[src/include/rtcirq_pkg.sv]
package rtcirq_pkg;
  // register addresses
  localparam logic [7:0] CTRL1_ADDR  = 8'h00;
  localparam logic [7:0] CTRL2_ADDR  = 8'h01;
  localparam logic [7:0] TRIM_ADDR   = 8'h0D;
  localparam logic [7:0] CLKOUT_ADDR = 8'h0E;
  // interrupt_control_status field positions
  localparam int C2_MIN_EN    = 7;
  localparam int C2_SEC_EN    = 6;
  localparam int C2_TICK_F    = 5;
  localparam int C2_PULSE_SEL = 4;
  localparam int C2_ALARM_F   = 3;
  localparam int C2_CD_F      = 2;
  localparam int C2_ALARM_EN  = 1;
  localparam int C2_CD_EN     = 0;
  // first control register and trim fields
  localparam int C1_CORR_CTL  = 2;
  localparam int TRIM_COARSE  = 7;
  localparam int TRIM_SIGN    = 6;
  // values after reset
  localparam logic [7:0] CTRL1_RST = 8'h00;
  localparam logic [7:0] CTRL2_RST = 8'h00;
  localparam logic [7:0] TRIM_RST  = 8'h00;
  localparam logic [2:0] COF_RST   = 3'h0;
  // clock out selections
  localparam logic [2:0] COF_HALT_MIN = 3'h3;
  localparam logic [2:0] COF_OFF      = 3'h7;
  // countdown source codes
  localparam logic [1:0] CD_SRC_4K  = 2'h0;
  localparam logic [1:0] CD_SRC_64  = 2'h1;
  // pulse widths in 32.768 kHz oscillator periods
  localparam int PW_W = 10;
  localparam logic [PW_W-1:0] PW_1_64   = 10'h200;
  localparam logic [PW_W-1:0] PW_1_128  = 10'h100;
  localparam logic [PW_W-1:0] PW_1_4096 = 10'h008;
  localparam logic [PW_W-1:0] PW_1_8192 = 10'h004;
  // prescaler and trim sequencing counts
  localparam logic [8:0] PRE_64HZ_LAST = 9'h1FF;
  localparam logic [6:0] MIN_NORMAL    = 7'h78;
  localparam logic [6:0] MIN_COARSE    = 7'h3C;
  localparam logic [6:0] LAST_MIN      = 7'h3B;
endpackage

[src/include/rtcirq_pulse_if.sv]
`timescale 1ns/10ps
interface rtcirq_pulse_if;
  logic                       start;
  logic                       cancel;
  logic                       tick;
  logic [rtcirq_pkg::PW_W-1:0] width;
  logic                       active;
  modport ctl (output start, output cancel, output tick, output width, input active);
  modport gen (input start, input cancel, input tick, input width, output active);
endinterface

[src/hw/rtcirq_top.sv]
`timescale 1ns/10ps
module rtcirq_top (
  input  wire logic       clk,
  input  wire logic       nrst,
  input  wire logic       osc_pin,
  input  wire logic       clock_out_block_pin,
  input  wire logic       halt,
  input  wire logic       sec_evt,
  input  wire logic       min_evt,
  input  wire logic       countdown_evt,
  input  wire logic       alarm_evt,
  input  wire logic [1:0] countdown_src,
  input  wire logic       countdown_n_one,
  input  wire logic       reg_wr,
  input  wire logic       reg_rd,
  input  wire logic [7:0] reg_addr,
  input  wire logic [7:0] reg_wdata,
  output logic      [7:0] reg_rdata,
  output logic            reg_rvalid,
  output logic            int_out,
  output logic            int_oe,
  output logic            clkout_out,
  output logic            clkout_oe,
  output logic            one_hz_tick
);

  ////////////////////////////////////////////////////////////////////////////
  // functions

  function automatic logic [6:0] trim_mag(input logic [6:0] v);
    trim_mag = v[6] ? 7'(-v) : v;
  endfunction

  // wider pulses for slow sources; n of one halves the width for the 4096 Hz and 64 Hz sources only
  function automatic logic [rtcirq_pkg::PW_W-1:0] cd_width(input logic [1:0] src, input logic one);
    if (src == rtcirq_pkg::CD_SRC_4K)
      cd_width = one ? rtcirq_pkg::PW_1_8192 : rtcirq_pkg::PW_1_4096;
    else if (src == rtcirq_pkg::CD_SRC_64)
      cd_width = one ? rtcirq_pkg::PW_1_128 : rtcirq_pkg::PW_1_64;
    else
      cd_width = rtcirq_pkg::PW_1_64;
  endfunction

  ////////////////////////////////////////////////////////////////////////////
  // pin synchronisers

  logic osc_s1_r, osc_s2_r, osc_d_r;
  logic blk_s1_r, blk_s2_r;
  logic osc_tick;

  always_ff @(posedge clk) begin
    if (!nrst) begin
      osc_s1_r <= 1'b0;
      osc_s2_r <= 1'b0;
      osc_d_r  <= 1'b0;
      blk_s1_r <= 1'b1;
      blk_s2_r <= 1'b1;
    end else begin
      osc_s1_r <= osc_pin;
      osc_s2_r <= osc_s1_r;
      osc_d_r  <= osc_s2_r;
      blk_s1_r <= clock_out_block_pin;
      blk_s2_r <= blk_s1_r;
    end
  end

  assign osc_tick = osc_s2_r & ~osc_d_r;

  ////////////////////////////////////////////////////////////////////////////
  // registers

  logic [7:0] ctrl1_r, ctrl1_nxt;
  logic [7:0] ctrl2_r, ctrl2_nxt;
  logic [7:0] trim_r, trim_nxt;
  logic [2:0] cof_r, cof_nxt;
  logic [7:0] rdata_r, rdata_nxt;
  logic       rvalid_r;
  logic       wr1, wr2;
  logic       tick_set, cd_set, al_set;

  assign wr1 = reg_wr && (reg_addr == rtcirq_pkg::CTRL1_ADDR);
  assign wr2 = reg_wr && (reg_addr == rtcirq_pkg::CTRL2_ADDR);

  // seconds win when both enables are on
  assign tick_set = ctrl2_r[rtcirq_pkg::C2_SEC_EN] ? sec_evt
                  : (ctrl2_r[rtcirq_pkg::C2_MIN_EN] & min_evt);
  assign cd_set   = countdown_evt;
  assign al_set   = alarm_evt;

  always_comb begin
    ctrl1_nxt = ctrl1_r;
    ctrl2_nxt = ctrl2_r;
    trim_nxt  = trim_r;
    cof_nxt   = cof_r;
    if (wr1)
      ctrl1_nxt = reg_wdata;
    // non-flag bits take the written value; callers rewrite them as read
    if (wr2) begin
      ctrl2_nxt = reg_wdata;
      ctrl2_nxt[rtcirq_pkg::C2_TICK_F]  = ctrl2_r[rtcirq_pkg::C2_TICK_F]  & reg_wdata[rtcirq_pkg::C2_TICK_F];
      ctrl2_nxt[rtcirq_pkg::C2_ALARM_F] = ctrl2_r[rtcirq_pkg::C2_ALARM_F] & reg_wdata[rtcirq_pkg::C2_ALARM_F];
      ctrl2_nxt[rtcirq_pkg::C2_CD_F]    = ctrl2_r[rtcirq_pkg::C2_CD_F]    & reg_wdata[rtcirq_pkg::C2_CD_F];
    end
    // sets applied last, only a write can clear a flag
    if (tick_set) ctrl2_nxt[rtcirq_pkg::C2_TICK_F]  = 1'b1;
    if (al_set)   ctrl2_nxt[rtcirq_pkg::C2_ALARM_F] = 1'b1;
    if (cd_set)   ctrl2_nxt[rtcirq_pkg::C2_CD_F]    = 1'b1;
    if (reg_wr && reg_addr == rtcirq_pkg::TRIM_ADDR)
      trim_nxt = reg_wdata;
    if (reg_wr && reg_addr == rtcirq_pkg::CLKOUT_ADDR)
      cof_nxt = reg_wdata[2:0];
    unique case (reg_addr)
      rtcirq_pkg::CTRL1_ADDR:  rdata_nxt = ctrl1_r;
      rtcirq_pkg::CTRL2_ADDR:  rdata_nxt = ctrl2_r;
      rtcirq_pkg::TRIM_ADDR:   rdata_nxt = trim_r;
      rtcirq_pkg::CLKOUT_ADDR: rdata_nxt = {5'h00, cof_r};
      default:                 rdata_nxt = 8'h00;
    endcase
    if (!reg_rd)
      rdata_nxt = rdata_r;
  end

  always_ff @(posedge clk) begin
    if (!nrst) begin
      ctrl1_r  <= rtcirq_pkg::CTRL1_RST;
      ctrl2_r  <= rtcirq_pkg::CTRL2_RST;
      trim_r   <= rtcirq_pkg::TRIM_RST;
      cof_r    <= rtcirq_pkg::COF_RST;
      rdata_r  <= 8'h00;
      rvalid_r <= 1'b0;
    end else begin
      ctrl1_r  <= ctrl1_nxt;
      ctrl2_r  <= ctrl2_nxt;
      trim_r   <= trim_nxt;
      cof_r    <= cof_nxt;
      rdata_r  <= rdata_nxt;
      rvalid_r <= reg_rd;
    end
  end

  ////////////////////////////////////////////////////////////////////////////
  // prescaler and trim sequencer

  logic [8:0] pre_r, pre_nxt;
  logic [5:0] sub_r, sub_nxt;
  logic [6:0] min_idx_r, min_idx_nxt;
  logic [6:0] remain_r, remain_nxt;
  logic [6:0] pend_r, pend_nxt;
  logic       one_hz_r, one_hz_nxt;
  logic       hz64, corr_now, coarse;
  logic [6:0] period, ni, rem, give, step_sum;
  logic [1:0] step;

  assign hz64     = osc_tick && (pre_r == rtcirq_pkg::PRE_64HZ_LAST);
  assign corr_now = hz64 && (pend_r != 7'h00);
  assign coarse   = trim_r[rtcirq_pkg::TRIM_COARSE];
  assign period   = coarse ? rtcirq_pkg::MIN_COARSE : rtcirq_pkg::MIN_NORMAL;

  always_comb begin
    pre_nxt     = osc_tick ? 9'(pre_r + 9'h001) : pre_r;
    // a positive trim skips one 64 Hz step, a negative one holds a step
    step        = corr_now ? (trim_r[rtcirq_pkg::TRIM_SIGN] ? 2'h0 : 2'h2) : 2'h1;
    step_sum    = {1'b0, sub_r} + {5'h00, step};
    sub_nxt     = hz64 ? step_sum[5:0] : sub_r;
    one_hz_nxt  = hz64 && step_sum[6];
    min_idx_nxt = min_idx_r;
    remain_nxt  = remain_r;
    ni          = (min_idx_r == 7'(period - 7'h01)) ? 7'h00 : 7'(min_idx_r + 7'h01);
    rem         = (ni == 7'h00) ? trim_mag(trim_r[6:0]) : remain_r;
    give        = 7'h00;
    if (min_evt) begin
      min_idx_nxt = ni;
      // excess beyond sixty lands in the last minute of the hour
      if (coarse && ni == rtcirq_pkg::LAST_MIN)
        give = rem;
      else
        give = (rem != 7'h00) ? 7'h01 : 7'h00;
      remain_nxt = 7'(rem - give);
    end
    pend_nxt = 7'(pend_r + give - {6'h00, corr_now});
  end

  always_ff @(posedge clk) begin
    if (!nrst) begin
      pre_r     <= 9'h000;
      sub_r     <= 6'h00;
      min_idx_r <= 7'h00;
      remain_r  <= 7'h00;
      pend_r    <= 7'h00;
      one_hz_r  <= 1'b0;
    end else begin
      pre_r     <= pre_nxt;
      sub_r     <= sub_nxt;
      min_idx_r <= min_idx_nxt;
      remain_r  <= remain_nxt;
      pend_r    <= pend_nxt;
      one_hz_r  <= one_hz_nxt;
    end
  end

  ////////////////////////////////////////////////////////////////////////////
  // interrupt pulses

  rtcirq_pulse_if tick_pi ();
  rtcirq_pulse_if cd_pi ();
  rtcirq_pulse_if corr_pi ();

  logic psel;
  assign psel = ctrl2_r[rtcirq_pkg::C2_PULSE_SEL];

  assign tick_pi.tick   = osc_tick;
  assign tick_pi.width  = rtcirq_pkg::PW_1_64;
  assign tick_pi.start  = tick_set & psel;
  assign tick_pi.cancel = wr2 & ~reg_wdata[rtcirq_pkg::C2_TICK_F];

  assign cd_pi.tick   = osc_tick;
  assign cd_pi.width  = cd_width(countdown_src, countdown_n_one);
  assign cd_pi.start  = cd_set & psel & ctrl2_r[rtcirq_pkg::C2_CD_EN];
  assign cd_pi.cancel = wr2 & ~reg_wdata[rtcirq_pkg::C2_CD_F];

  assign corr_pi.tick   = osc_tick;
  assign corr_pi.width  = rtcirq_pkg::PW_1_128;
  assign corr_pi.start  = corr_now & ctrl1_r[rtcirq_pkg::C1_CORR_CTL];
  assign corr_pi.cancel = wr1 & reg_wdata[rtcirq_pkg::C1_CORR_CTL];

  rtcirq_pulse u_tick_pulse (.clk(clk), .nrst(nrst), .p(tick_pi));
  rtcirq_pulse u_cd_pulse   (.clk(clk), .nrst(nrst), .p(cd_pi));
  rtcirq_pulse u_corr_pulse (.clk(clk), .nrst(nrst), .p(corr_pi));

  ////////////////////////////////////////////////////////////////////////////
  // interrupt and clock out pins

  logic       int_oe_r, int_oe_nxt;
  logic       ck_oe_r, ck_oe_nxt;
  logic       tick_lvl, cd_lvl, al_lvl, wave, ck_on;

  assign tick_lvl = ~psel & ctrl2_r[rtcirq_pkg::C2_TICK_F]
                  & (ctrl2_r[rtcirq_pkg::C2_MIN_EN] | ctrl2_r[rtcirq_pkg::C2_SEC_EN]);
  assign cd_lvl   = ~psel & ctrl2_r[rtcirq_pkg::C2_CD_F] & ctrl2_r[rtcirq_pkg::C2_CD_EN];
  assign al_lvl   = ctrl2_r[rtcirq_pkg::C2_ALARM_F] & ctrl2_r[rtcirq_pkg::C2_ALARM_EN];

  always_comb begin
    // any one source holds the pin low and hides the others
    int_oe_nxt = tick_lvl | cd_lvl | al_lvl | tick_pi.active
               | (cd_pi.active & ctrl2_r[rtcirq_pkg::C2_CD_EN]) | corr_pi.active;
    unique case (cof_r)
      3'h0:    wave = osc_s2_r;
      3'h1:    wave = pre_r[0];
      3'h2:    wave = pre_r[1];
      3'h3:    wave = pre_r[2];
      3'h4:    wave = pre_r[3];
      3'h5:    wave = pre_r[4];
      3'h6:    wave = sub_r[5];
      3'h7:    wave = 1'b1;
    endcase
    ck_on = (cof_r != rtcirq_pkg::COF_OFF) & blk_s2_r;
    // open drain: only the low half is driven, except halt with codes 3 to 6 drives it low throughout
    ck_oe_nxt = ck_on & (~wave | (halt & (cof_r >= rtcirq_pkg::COF_HALT_MIN)));
  end

  always_ff @(posedge clk) begin
    if (!nrst) begin
      int_oe_r <= 1'b0;
      ck_oe_r  <= 1'b0;
    end else begin
      int_oe_r <= int_oe_nxt;
      ck_oe_r  <= ck_oe_nxt;
    end
  end

  assign int_out     = 1'b0;
  assign int_oe      = int_oe_r;
  assign clkout_out  = 1'b0;
  assign clkout_oe   = ck_oe_r;
  assign one_hz_tick = one_hz_r;
  assign reg_rdata   = rdata_r;
  assign reg_rvalid  = rvalid_r;
endmodule

[src/hw/rtcirq_pulse.sv]
`timescale 1ns/10ps
module rtcirq_pulse (
  input wire logic      clk,
  input wire logic      nrst,
  rtcirq_pulse_if.gen   p
);
  logic [rtcirq_pkg::PW_W-1:0] cnt_r;
  logic [rtcirq_pkg::PW_W-1:0] cnt_nxt;
  logic                        act_r;
  logic                        act_nxt;

  // start beats cancel so a fresh event is never swallowed
  always_comb begin
    cnt_nxt = cnt_r;
    act_nxt = act_r;
    if (p.start) begin
      cnt_nxt = p.width;
      act_nxt = 1'b1;
    end else if (p.cancel) begin
      cnt_nxt = '0;
      act_nxt = 1'b0;
    end else if (p.tick && act_r) begin
      cnt_nxt = cnt_r - 1'b1;
      act_nxt = (cnt_r != 10'h001);
    end
  end

  always_ff @(posedge clk) begin
    if (!nrst) begin
      cnt_r <= '0;
      act_r <= 1'b0;
    end else begin
      cnt_r <= cnt_nxt;
      act_r <= act_nxt;
    end
  end

  assign p.active = act_r;
endmodule

[config.mk]
export PLATFORM = sky130hd
export DESIGN_NAME = rtcirq_top
export DESIGN_NICKNAME = d
export VERILOG_FILES = /design/src/include/rtcirq_pkg.sv /design/src/include/rtcirq_pulse_if.sv /design/src/hw/rtcirq_top.sv /design/src/hw/rtcirq_pulse.sv
export SDC_FILE = /design/constraint.sdc
export NUM_CORES = 1
export LEC_CHECK = 0
export ABC_AREA = 1
export BUFFER_PORTS_ARGS = -buffer_cell sky130_fd_sc_hd__buf_2
export CORE_MARGIN = 10
export CORE_UTILIZATION = 50
export CTS_BUF_LIST = sky130_fd_sc_hd__clkbuf_16
export CTS_CLUSTER_SIZE = 8
export DETAILED_ROUTE_END_ITERATION = 10
export PLACE_DENSITY = 0.68
export SYNTH_ARGS = -nofsm -noshare
export SYNTH_HDL_FRONTEND = slang
export SYNTH_SLANG_ARGS = --single-unit
[constraint.sdc]
create_clock -name clk -period 4.9 [get_ports clk]
set_input_delay 0.735 -clock clk [delete_from_list [all_inputs] [get_ports clk]]
set_output_delay 0.735 -clock clk [all_outputs]
set_load 0.02 [all_outputs]
; ---- Word-level counts from Yosys, hierarchy flattened
; Index checks and enable logic that the tools add are counted.
[classes]
order_cmp = 1
bitwise = 34
mul = 0
n_mux = 39
n_reduce_logical = 25
eq_ne = 18
div = 0
add_sub_neg = 11
shifts = 0
[op_table]
columns = op, count
row1 = 2-to-1 mux 10 bit, 9
row2 = 2-to-1 mux 7 bit, 7
row3 = one-hot mux 8 bit (4 select lines), 1
row4 = != test 10 x 1 -> 1 bit (second input constant), 3
row5 = subtractor 10 x 1 -> 10 bit (second input constant), 3
row6 = 2-to-1 mux 9 bit, 3
row7 = AND 1 bit, 21
row8 = == test 8 x 4 -> 1 bit (second input constant), 2
row9 = 2-to-1 mux 1 bit, 14
row10 = nonzero test 7 bit, 2
row11 = == test 3 bit (second input constant), 4
row12 = logical AND 1 bit, 11
row13 = adder 9 x 1 -> 9 bit (second input constant), 1
row14 = == test 9 bit (second input constant), 1
row15 = nonzero test 3 bit, 3
row16 = == test 8 x 1 -> 1 bit (second input constant), 1
row17 = zero test 8 bit, 1
row18 = one-hot mux 1 bit (8 select lines), 1
row19 = adder 6 x 2 -> 7 bit, 1
row20 = adder 7 x 1 -> 7 bit (second input constant), 1
row21 = adder 7 bit, 1
row22 = == test 7 x 6 -> 1 bit (second input constant), 1
row23 = == test 7 bit, 1
row24 = zero test 7 bit, 1
row25 = 18 further kinds, 34
[totals]
output_inout_bits = 14
elab_cells = 158
ramBits = 0
rom_bits = 0
n_memories = 0
latchBits = 0
reg_bits = 113

; ---- Logic depth before layout (Yosys ltp)
; Gate-level depths: netlist of the first run.
[logic_depth]
word_depth = 13
mapped_depth = 33
mapped_depth_nobuf = 33

; ---- Cells and area by module
; A second synthesis of the first run with hierarchy kept.
[unflattened]
cells_unflattened = 955
area_unflattened_um2 = 6661.4
[by_module_without_submodules]
columns = module, area_per_inst_um2, cells_each, instances, seq_area_each_um2
row1 = rtcirq_top, 4559.4, 628, 1, 1601.5
row2 = rtcirq_pulse, 700.7, 109, 3, 220.2

; ---- Worst setup path after synthesis of the first run
; OpenSTA, ideal clock, no wires.
[synth_timing]
kind = flip-flop to flip-flop
startpoint = reg min_idx_r[0]
endpoint = reg pend_r[6]
setup_slack_ns = 1.219
arrival_time_ns = 3.564
stages_incl_launch_ff = 33
setup_ns = 0.117
cell_sequence = dfxtp_1 ha_1 inv_2 nor2_4 nand3_4 nand2_2 nand2_2 nor2_4 nand2_4 inv_2 nand2_1 o21ai_1 inv_1 nand4_1 a21o_1 nand2_1 ha_1 inv_1 ha_1 inv_1 fa_1 inv_1 a21oi_1 nor2_1 nor2_1 nor2_1 nor2_1 nor2_1 nor2_1 xor2_1 inv_1 o21ai_1 a21oi_1
[synth_between]
elab_chain_len = 11
word_cells_on_any_way = 14
[synth_lines]
columns = element, line
row1 = from (decl), rtcirq_top.sv:146  ; logic [6:0] min_idx_r, min_idx_nxt;
row2 = from (signal assigned), rtcirq_top.sv:194  ; min_idx_r <= min_idx_nxt;
row3 = adder 7 x 1 -> 7 bit / == test 7 bit (equally long branches), rtcirq_top.sv:168  ; ni = (min_idx_r == 7'(period - 7'h01)) ? 7'h00 : 7'(min_idx_r + 7'h01);
row4 = 2-to-1 mux 7 bit (*), rtcirq_top.sv:168
row5 = zero test 7 bit, rtcirq_top.sv:169  ; rem = (ni == 7'h00) ? trim_mag(trim_r[6:0]) : remain_r;
row6 = 2-to-1 mux 7 bit, rtcirq_top.sv:169
row7 = nonzero test 7 bit, rtcirq_top.sv:177  ; give = (rem != 7'h00) ? 7'h01 : 7'h00;
row8 = 2-to-1 mux 1 bit, rtcirq_top.sv:177
row9 = 2-to-1 mux 7 bit (*), rtcirq_top.sv:174  ; if (coarse && ni == rtcirq_pkg::LAST_MIN)
row10 = 2-to-1 mux 7 bit (*) (2 in a row), rtcirq_top.sv:171  ; if (min_evt) begin
row11 = adder 7 bit (*), rtcirq_top.sv:180  ; pend_nxt = 7'(pend_r + give - {6'h00, corr_now});
row12 = subtractor 7 x 1 -> 7 bit (*), rtcirq_top.sv:180
row13 = to (signal assigned), rtcirq_top.sv:196  ; pend_r <= pend_nxt;
row14 = to (decl), rtcirq_top.sv:148  ; logic [6:0] pend_r, pend_nxt;
; Mark *: on every way between the ends. The rest lies on a longest branch, timed or not. The select of a mux whose other input is x is not followed.
; A chain may end at the register's enable or synchronous reset.

; ---- Worst setup path in the final report of the first run
; Ends and elaborated chain as after synthesis.

==> run_results.csv, run 1 <==
group,metric,value,unit
synth,synth_top_cell_area_share,37.1,%
timing,hold_viol_final,0,
synth,synth_top_area_cells,"sky130_fd_sc_hd__dfxtp_1 37%, sky130_fd_sc_hd__nand2_1 8.1%, sky130_fd_sc_hd__inv_1 7.4%",
timing,min_period,4.13,ns
finish,final_layout_size_suffix_gt1_share,13.9,%
detailed_routing,routed_wire_length_per_instance,13.4,um
floorplanning,core-area,12000,um^2
worst_setup_path,worst_setup_path_start_kind,"register",
cts,worst_skew_pair.late_latency,0.43,ns
detailed_routing,drcViolationCount,0,
detailed_routing,ant_nets,0,
worst_setup_path,critPathRequiredTime,5.21,ns
cts,clock_tree.root_cell,"sky130_fd_sc_hd__clkbuf_16",
worst_setup_path,timing.critical_path.to_type,"register",
synth,synth_top_flop_cell,"sky130_fd_sc_hd__dfxtp_1",
cts,clock_sink_count,113,
finish,design.final.nets,951,
timing,rsz0062_at_grt,"no",
timing,final.period_utilization,84.2,%
place,placement.setup.worst_slack,0.778,ns
worst_setup_path,slowest_stage,"sky130_fd_sc_hd__dfxtp_1",
cts,holdBufCountCts,0,
finish,syn_to_final_growth,14.3,%
timing,final-max-slew-violation-count,0,
power,p_total,0.00249,W
timing,final-setup-viol-count,0,
place,place.detailed.hpwl,10300,um
worst_setup_path,worstPathArrival,4.44,ns
timing,total_neg_setup_slack,0,ns
cts,cts_setup_buffers,0,
place,weighted_congestion_at_the_end_of_routability_driven_global_placement,0.837,
grt,antenna_found_initial,0,
synth,synth_edf_count,0,
worst_hold_path,min-delay-path-class,"reg -> reg",
floorplanning,core.rowCount,40,
synth,ys_seq_area_share,37.1,%
cts,tritoncts,"built",
finish,fillerInstances,1123,
floorplanning,die_area,17000,um^2
timing,fmaxAchievable,242,MHz
synth,synthDominantAreaCellType,"sky130_fd_sc_hd__dfxtp_1",
flow_run,max_cap_viol_count,0,
synth,synthesis.area_per_instance,7.21,um^2
finish,num_antenna_cells,0,
worst_setup_path,r2r_start,"min_idx_r[0]",
synth,ys_async_sr_fraction,0,%
timing,post-route-worst-setup-slack,0.774,ns
synth,synth.cell_area,6100,um^2
timing,tightestPinTransition,0.554,ns
detailed_routing,routed_wl,14100,um
grt,maximum_number_of_pins_on_one_net_before_global_route_repair,35,
synth,yosys_register_bits,113,
grt,grtUsageTotal,17.6,%
grt,first_global_vias,5123,
cts,htree_num_levels,4,
power,power.density_cell_area,357,nW/um^2
worst_hold_path,hold_path_startpoint,"osc_s1_r",
run_status,status,"finished, final reports clean",
worst_setup_path,worst_path_largest_cell_delay,0.47,ns
floorplanning,io_pins,44,
floorplanning,die_h,130,um
worst_setup_path,crit_path_start,"min_idx_r[0]",
synth,yosys.cell_types.count,48,
place,dp_cells,1019,
synth,ys.warnings.count,0,
detailed_routing,drt-pass1-iter-count,4,
synth,syn-instance-count,846,
grt,grt_first_pass_wirelength,23800,um
timing,maxSlewHeadroom,63.0,%
worst_setup_path,crit_fanout,9,
finish,final_cells,1051,
power,vdd_drop_max,242,uV
floorplanning,die_width,130,um
worst_setup_path,critical_path.top_delay_family,"simple AND/OR/NAND/NOR gates",
floorplanning,initial_cell_density_of_the_core,51.0,%
timing,clock_skew,0.0128,ns
worst_setup_path,critical_path.most_common_cell,"sky130_fd_sc_hd__nor2_1",
detailed_routing,drt-initial-drc-count,404,
cts,cts_made_buffers,17,
place,io_buffer_count,41,
grt,gr-total-overflow,0,
cts,cts_resized,0,
cts,clk_transition_reported_paths,0.05,ns
worst_setup_path,cp_num_buf_inv,7,
cts,clock_path_buffers,2,
power,power.leakage,2.97,nW
detailed_routing,viasPerCell,5.17,
detailed_routing,vias,5434,
worst_setup_path,setup_crit_path_kind,"reg -> reg",
[path summary, 6_finish.rpt]
path	end	slack [ns]	cells past startpoint
setup reg to reg	pend_r[6]	0.77	30
hold / removal	osc_s2_r	0.41	2
hold reg to reg	osc_s2_r	0.41	2
setup / recovery	pend_r[6]	0.77	30
[worst reg2reg max path: cells and delay by family (launching register included)]
family                     cells  cell delay (ns)
and+or+nand+nor               12             1.17
adders and majority gates      4             1.05
AOI/OAI and AO/OA              6             0.77
buffers and inverters          7             0.42
DFF                            1             0.47
xor gates and xnor gates       1             0.11
[routing by layer]
| layer | part of all wire, % | routed length (um) | global-route usage [%] |
|---|---|---|---|
| met5 | 0 | 0 | 0 |
| met3 | 4.9 | 687 | 6.04 |
| met2 | 48 | 6700 | 29.0 |
| met4 | 2.2 | 309 | 7.59 |
| met1 | 45 | 6370 | 20.4 |
[cell usage after synthesis, types with 5 or more instances]
master	number
sky130_fd_sc_hd__nand2_1	131
sky130_fd_sc_hd__inv_1	121
sky130_fd_sc_hd__dfxtp_1	113
sky130_fd_sc_hd__nor2_1	100
sky130_fd_sc_hd__a21oi_1	77
sky130_fd_sc_hd__o21ai_0	50
sky130_fd_sc_hd__nand3_1	45
sky130_fd_sc_hd__ha_1	28
sky130_fd_sc_hd__xor2_1	21
sky130_fd_sc_hd__nor3_1	19
sky130_fd_sc_hd__clkbuf_1	14
sky130_fd_sc_hd__inv_2	12
sky130_fd_sc_hd__nand4_1	12
sky130_fd_sc_hd__a211oi_1	10
sky130_fd_sc_hd__nand2_2	10
sky130_fd_sc_hd__nor2_4	7
sky130_fd_sc_hd__or2_2	6
sky130_fd_sc_hd__nand3_2	5
sky130_fd_sc_hd__o211ai_1	5
[state kept, by name (all words and copies together), names as in the netlist, 3 cells and up]
| name | count |
|---|---|
| pend_r | 7 |
| ctrl1_r | 8 |
| remain_r | 7 |
| cof_r | 3 |
| pre_r | 9 |
| u_tick_pulse.cnt_r | 10 |
| u_cd_pulse.cnt_r | 10 |
| trim_r | 8 |
| min_idx_r | 7 |
| ctrl2_r | 8 |
| u_corr_pulse.cnt_r | 10 |
| sub_r | 6 |
| reg_rdata | 8 |
[stage by stage]
step / hold slack [ns] / util, % / cell area, um^2
2_1_floorplan: 0.390 / - / 6100
3_3_place_gp: 0.401 / 53.7 / 6420
3_5_place_dp: 0.399 / 53.7 / 6420
4_1_cts: 0.414 / 58.3 / 6970
5_1_grt: 0.425 / 58.3 / 6970
6_report: 0.414 / 58.3 / 6970
[logic make-up (layout without fill, tap and decap cells)]
group / Yosys count / count (layout) / synth area share, %
AND/OR/NAND/NOR: 356 / 356 / 27.8
AO/OA/AOI/OAI: 165 / 165 / 15.0
buffers and inverters: 156 / 213 / 9.95
flip-flops: 113 / 113 / 37.1
adder cells (fa/ha/maj): 30 / 30 / 6.40
XOR/XNOR: 25 / 25 / 3.59
other: 1 / 2 / 0.0615
[final cells by class]
cell class,count,area (um^2),share of cell area [%]
well taps,147,184,2.64
clock inverters,15,121,1.74
multi-input cells,578,3230,46.4
flip-flops and latches,113,2260,32.5
inverters,136,510,7.32
clock buffers,17,425,6.10
repair buffers,45,235,3.37
[where the power goes]
group	switching, W	internal (W)	total (W)
logic	0.000229	0.000139	0.000368
clock network	0.000451	0.000690	0.00114
registers	0.0000224	0.000957	0.000980
[placed cells by master (no fill, tap or decap), drive strengths merged, types with 28 or more instances in the layout]
cell   netlist  layout
dfxtp      113     113
o21ai       54      54
nand2      143     143
nor2       110     110
nand3       53      53
inv        133     137
a21oi       77      77
buf          6      45
ha          28      28
Power figures use the tool's default switching activity.
==> run 2: changes to the inputs <==
Settings changed: PLACE_DENSITY 0.68 to 0.71.
Clock period 4.9 ns to 3.3 ns, I/O delays scaled along.
==> run_results.csv, run 2 (synthesized netlist as in run 1, its figures left out) <==
group,metric,value,unit
run_status,status,"finished, violations left",
run_status,violations,"negative setup slack",
cts,worst_skew_pair.late_latency,0.41,ns
grt,antenna_found_initial,0,
worst_setup_path,critPathRequiredTime,3.61,ns
place,place.detailed.hpwl,10600,um
floorplanning,io_pins,44,
timing,clock_skew,0.00772,ns
timing,finalHoldWorstSlack,0.266,ns
timing,fmaxAchievable,256,MHz
worst_setup_path,cp_num_buf_inv,21,
cts,htree_num_levels,4,
grt,grt_first_pass_wirelength,25800,um
grt,grtUsageTotal,18.8,%
worst_setup_path,worstPathArrival,4.22,ns
timing,hold_viol_final,0,
worst_setup_path,critical_path.most_common_cell,"sky130_fd_sc_hd__buf_4",
cts,clk_transition_reported_paths,0.06,ns
timing,rsz0062_at_grt,"yes",
finish,layout_commonest_cell,"sky130_fd_sc_hd__nand2_1",
detailed_routing,ant_nets,0,
worst_setup_path,worst_path_largest_cell_delay,0.35,ns
worst_setup_path,timing.critical_path.to_type,"register",
detailed_routing,vias,5899,
timing,post-route-worst-setup-slack,-0.608,ns
worst_setup_path,setup_crit_path_kind,"reg -> reg",
timing,total_neg_setup_slack,-1.34,ns
floorplanning,die_width,130,um
finish,final_std_cell_area_no_fill,7780,um^2
floorplanning,die_h,130,um
worst_setup_path,critical_path.top_delay_family,"buffers and inverters",
power,power.clock.fraction,46.8,%
grt,gr-total-overflow,0,
detailed_routing,drt-pass1-iter-count,5,
finish,final_layout_size_suffix_gt1_share,24.0,%
worst_setup_path,worst_setup_path_start_kind,"register",
detailed_routing,drt-initial-drc-count,465,
place,io_buffer_count,41,
finish,top_library_cells_by_usage_in_the_layout_fill_and_taps_aside,"123 x sky130_fd_sc_hd__nand2_1, 116 x sky130_fd_sc_hd__inv_1, 107 x sky130_fd_sc_hd__dfxtp_1, 95 x sky130_fd_sc_hd__nor2_1, 76 x sky130_fd_sc_hd__a21oi_1",
timing,min_period,3.91,ns
timing,final.period_utilization,118,%
cts,tritoncts,"built",
floorplanning,core.rowCount,40,
finish,design.final.nets,1023,
timing,final-max-slew-violation-count,0,
worst_setup_path,slowest_stage,"sky130_fd_sc_hd__dfxtp_4",
timing,final-setup-viol-count,4,
power,power.density_cell_area,541,nW/um^2
detailed_routing,drcViolationCount,0,
power,vdd_drop_max,412,uV
finish,syn_to_final_growth,27.5,%
floorplanning,initial_cell_density_of_the_core,51.0,%
timing,tightestPinTransition,0.589,ns
flow_run,max_cap_viol_count,0,
power,p_sw,0.00116,W
timing,maxSlewHeadroom,60.4,%
cts,clock_sink_count,113,
grt,maximum_number_of_pins_on_one_net_before_global_route_repair,44,
power,cell_internal_pwr,0.00305,W
cts,clock_tree.root_cell,"sky130_fd_sc_hd__clkbuf_16",
worst_setup_path,crit_fanout,8,
cts,cts_made_buffers,17,
power,switching_share,27.5,%
power,power.share.sequential,34.6,%
detailed_routing,routed_wire_length_per_instance,14.2,um
floorplanning,core-area,12000,um^2
grt,first_global_vias,5667,
detailed_routing,viasPerCell,5.25,
worst_hold_path,min-delay-path-class,"in -> reg",
place,detailed_place.area,6810,um^2
finish,reg.largest.list,"u_cd_pulse.cnt_r x10, u_corr_pulse.cnt_r x10, u_tick_pulse.cnt_r x10",
cts,clock_path_buffers,2,
power,power.leakage,3.39,nW
floorplanning,die_area,17000,um^2
power,comb_power_share,18.6,%
place,weighted_congestion_at_the_end_of_routability_driven_global_placement,0.857,
finish,num_antenna_cells,0,
detailed_routing,routed_wl,15900,um
==> run 2: changes by cell type in the layout (fill, tap and decap cells not counted), sizes merged <==
cell      change
bufinv        +3
inv           +2
buf          +72
clkinvlp      -4
clkinv        -1
==> run 2: area by class of cell <==
| type | count | area (um^2) |
|---|---|---|
| sequential | 113 | 2280 |
| clock inverter | 15 | 203 |
| fill | 991 | 4190 |
| multi-input combinational | 578 | 3380 |
| tap | 147 | 184 |
| timing repair buffer | 117 | 791 |
| clock buffer | 17 | 425 |
| inverter | 136 | 518 |
==> run 2: path summary, 6_finish.rpt <==
path / startpoint / end / slack (ns) / cells after the start
worst min register to register: osc_s1_r / osc_s2_r / 0.42 / 2
worst max register to register: min_idx_r[1] / remain_r[6] / -0.61 / 33
worst max-delay path: min_idx_r[1] / remain_r[6] / -0.61 / 33
worst min-delay path: osc_pin / osc_s1_r / 0.27 / 3
==> run 2: through the flow <==
stage	setup WS [ns]	utilization [%]	total power [W]	std cells
CTS	-0.417	63.8	0.00422	1116
global route	-0.755	65.0	0.00438	1123
global placement	-0.390	56.9	0.00213	1065
finish	-0.608	65.0	0.00420	1123
floorplan	-0.170	-	0.00192	847
detailed placement	-0.519	56.9	0.00214	1065
==> run 2: power groups by stage <==
stage          combinational [W]  clock [W]  sequential [W]
2_1_floorplan           0.000443          0         0.00147
3_3_place_gp            0.000649          0         0.00148
3_5_place_dp            0.000666          0         0.00148
4_1_cts                 0.000775    0.00199         0.00145
5_1_grt                 0.000878    0.00205         0.00146
6_report                0.000781    0.00197         0.00145
==> run 2: what timing repair did <==
| action | in CTS | in global routing |
|---|---|---|
| pin swaps | 13 | 22 |
| hold buffers | 0 | 0 |
| gates resized for setup | 18 | 28 |
| hold endpoints to repair | 0 | 0 |
| setup endpoints to repair | 4 | 6 |
| setup buffers | 28 | 9 |
==> run 2: worst register-to-register path, delay by kind of cell (launching register included) <==
kind,cells,cell delay (ns)
adder cells (fa/ha/maj),1,0.17
AO/OA/AOI/OAI,1,0.07
AND/OR/NAND/NOR,10,0.94
flip-flops,1,0.35
buffers and inverters,21,2.28
==> run 2: metal layers <==
layer,global-route usage (%),wire length (um),vias to the layer above,part of all wire (%)
met5,0,0,-,0
met4,6.93,357,0,2.2
met3,4.96,635,36,4.0
met2,32.3,7910,142,50
met1,22.1,7040,2723,44
li1,-,-,2998,-
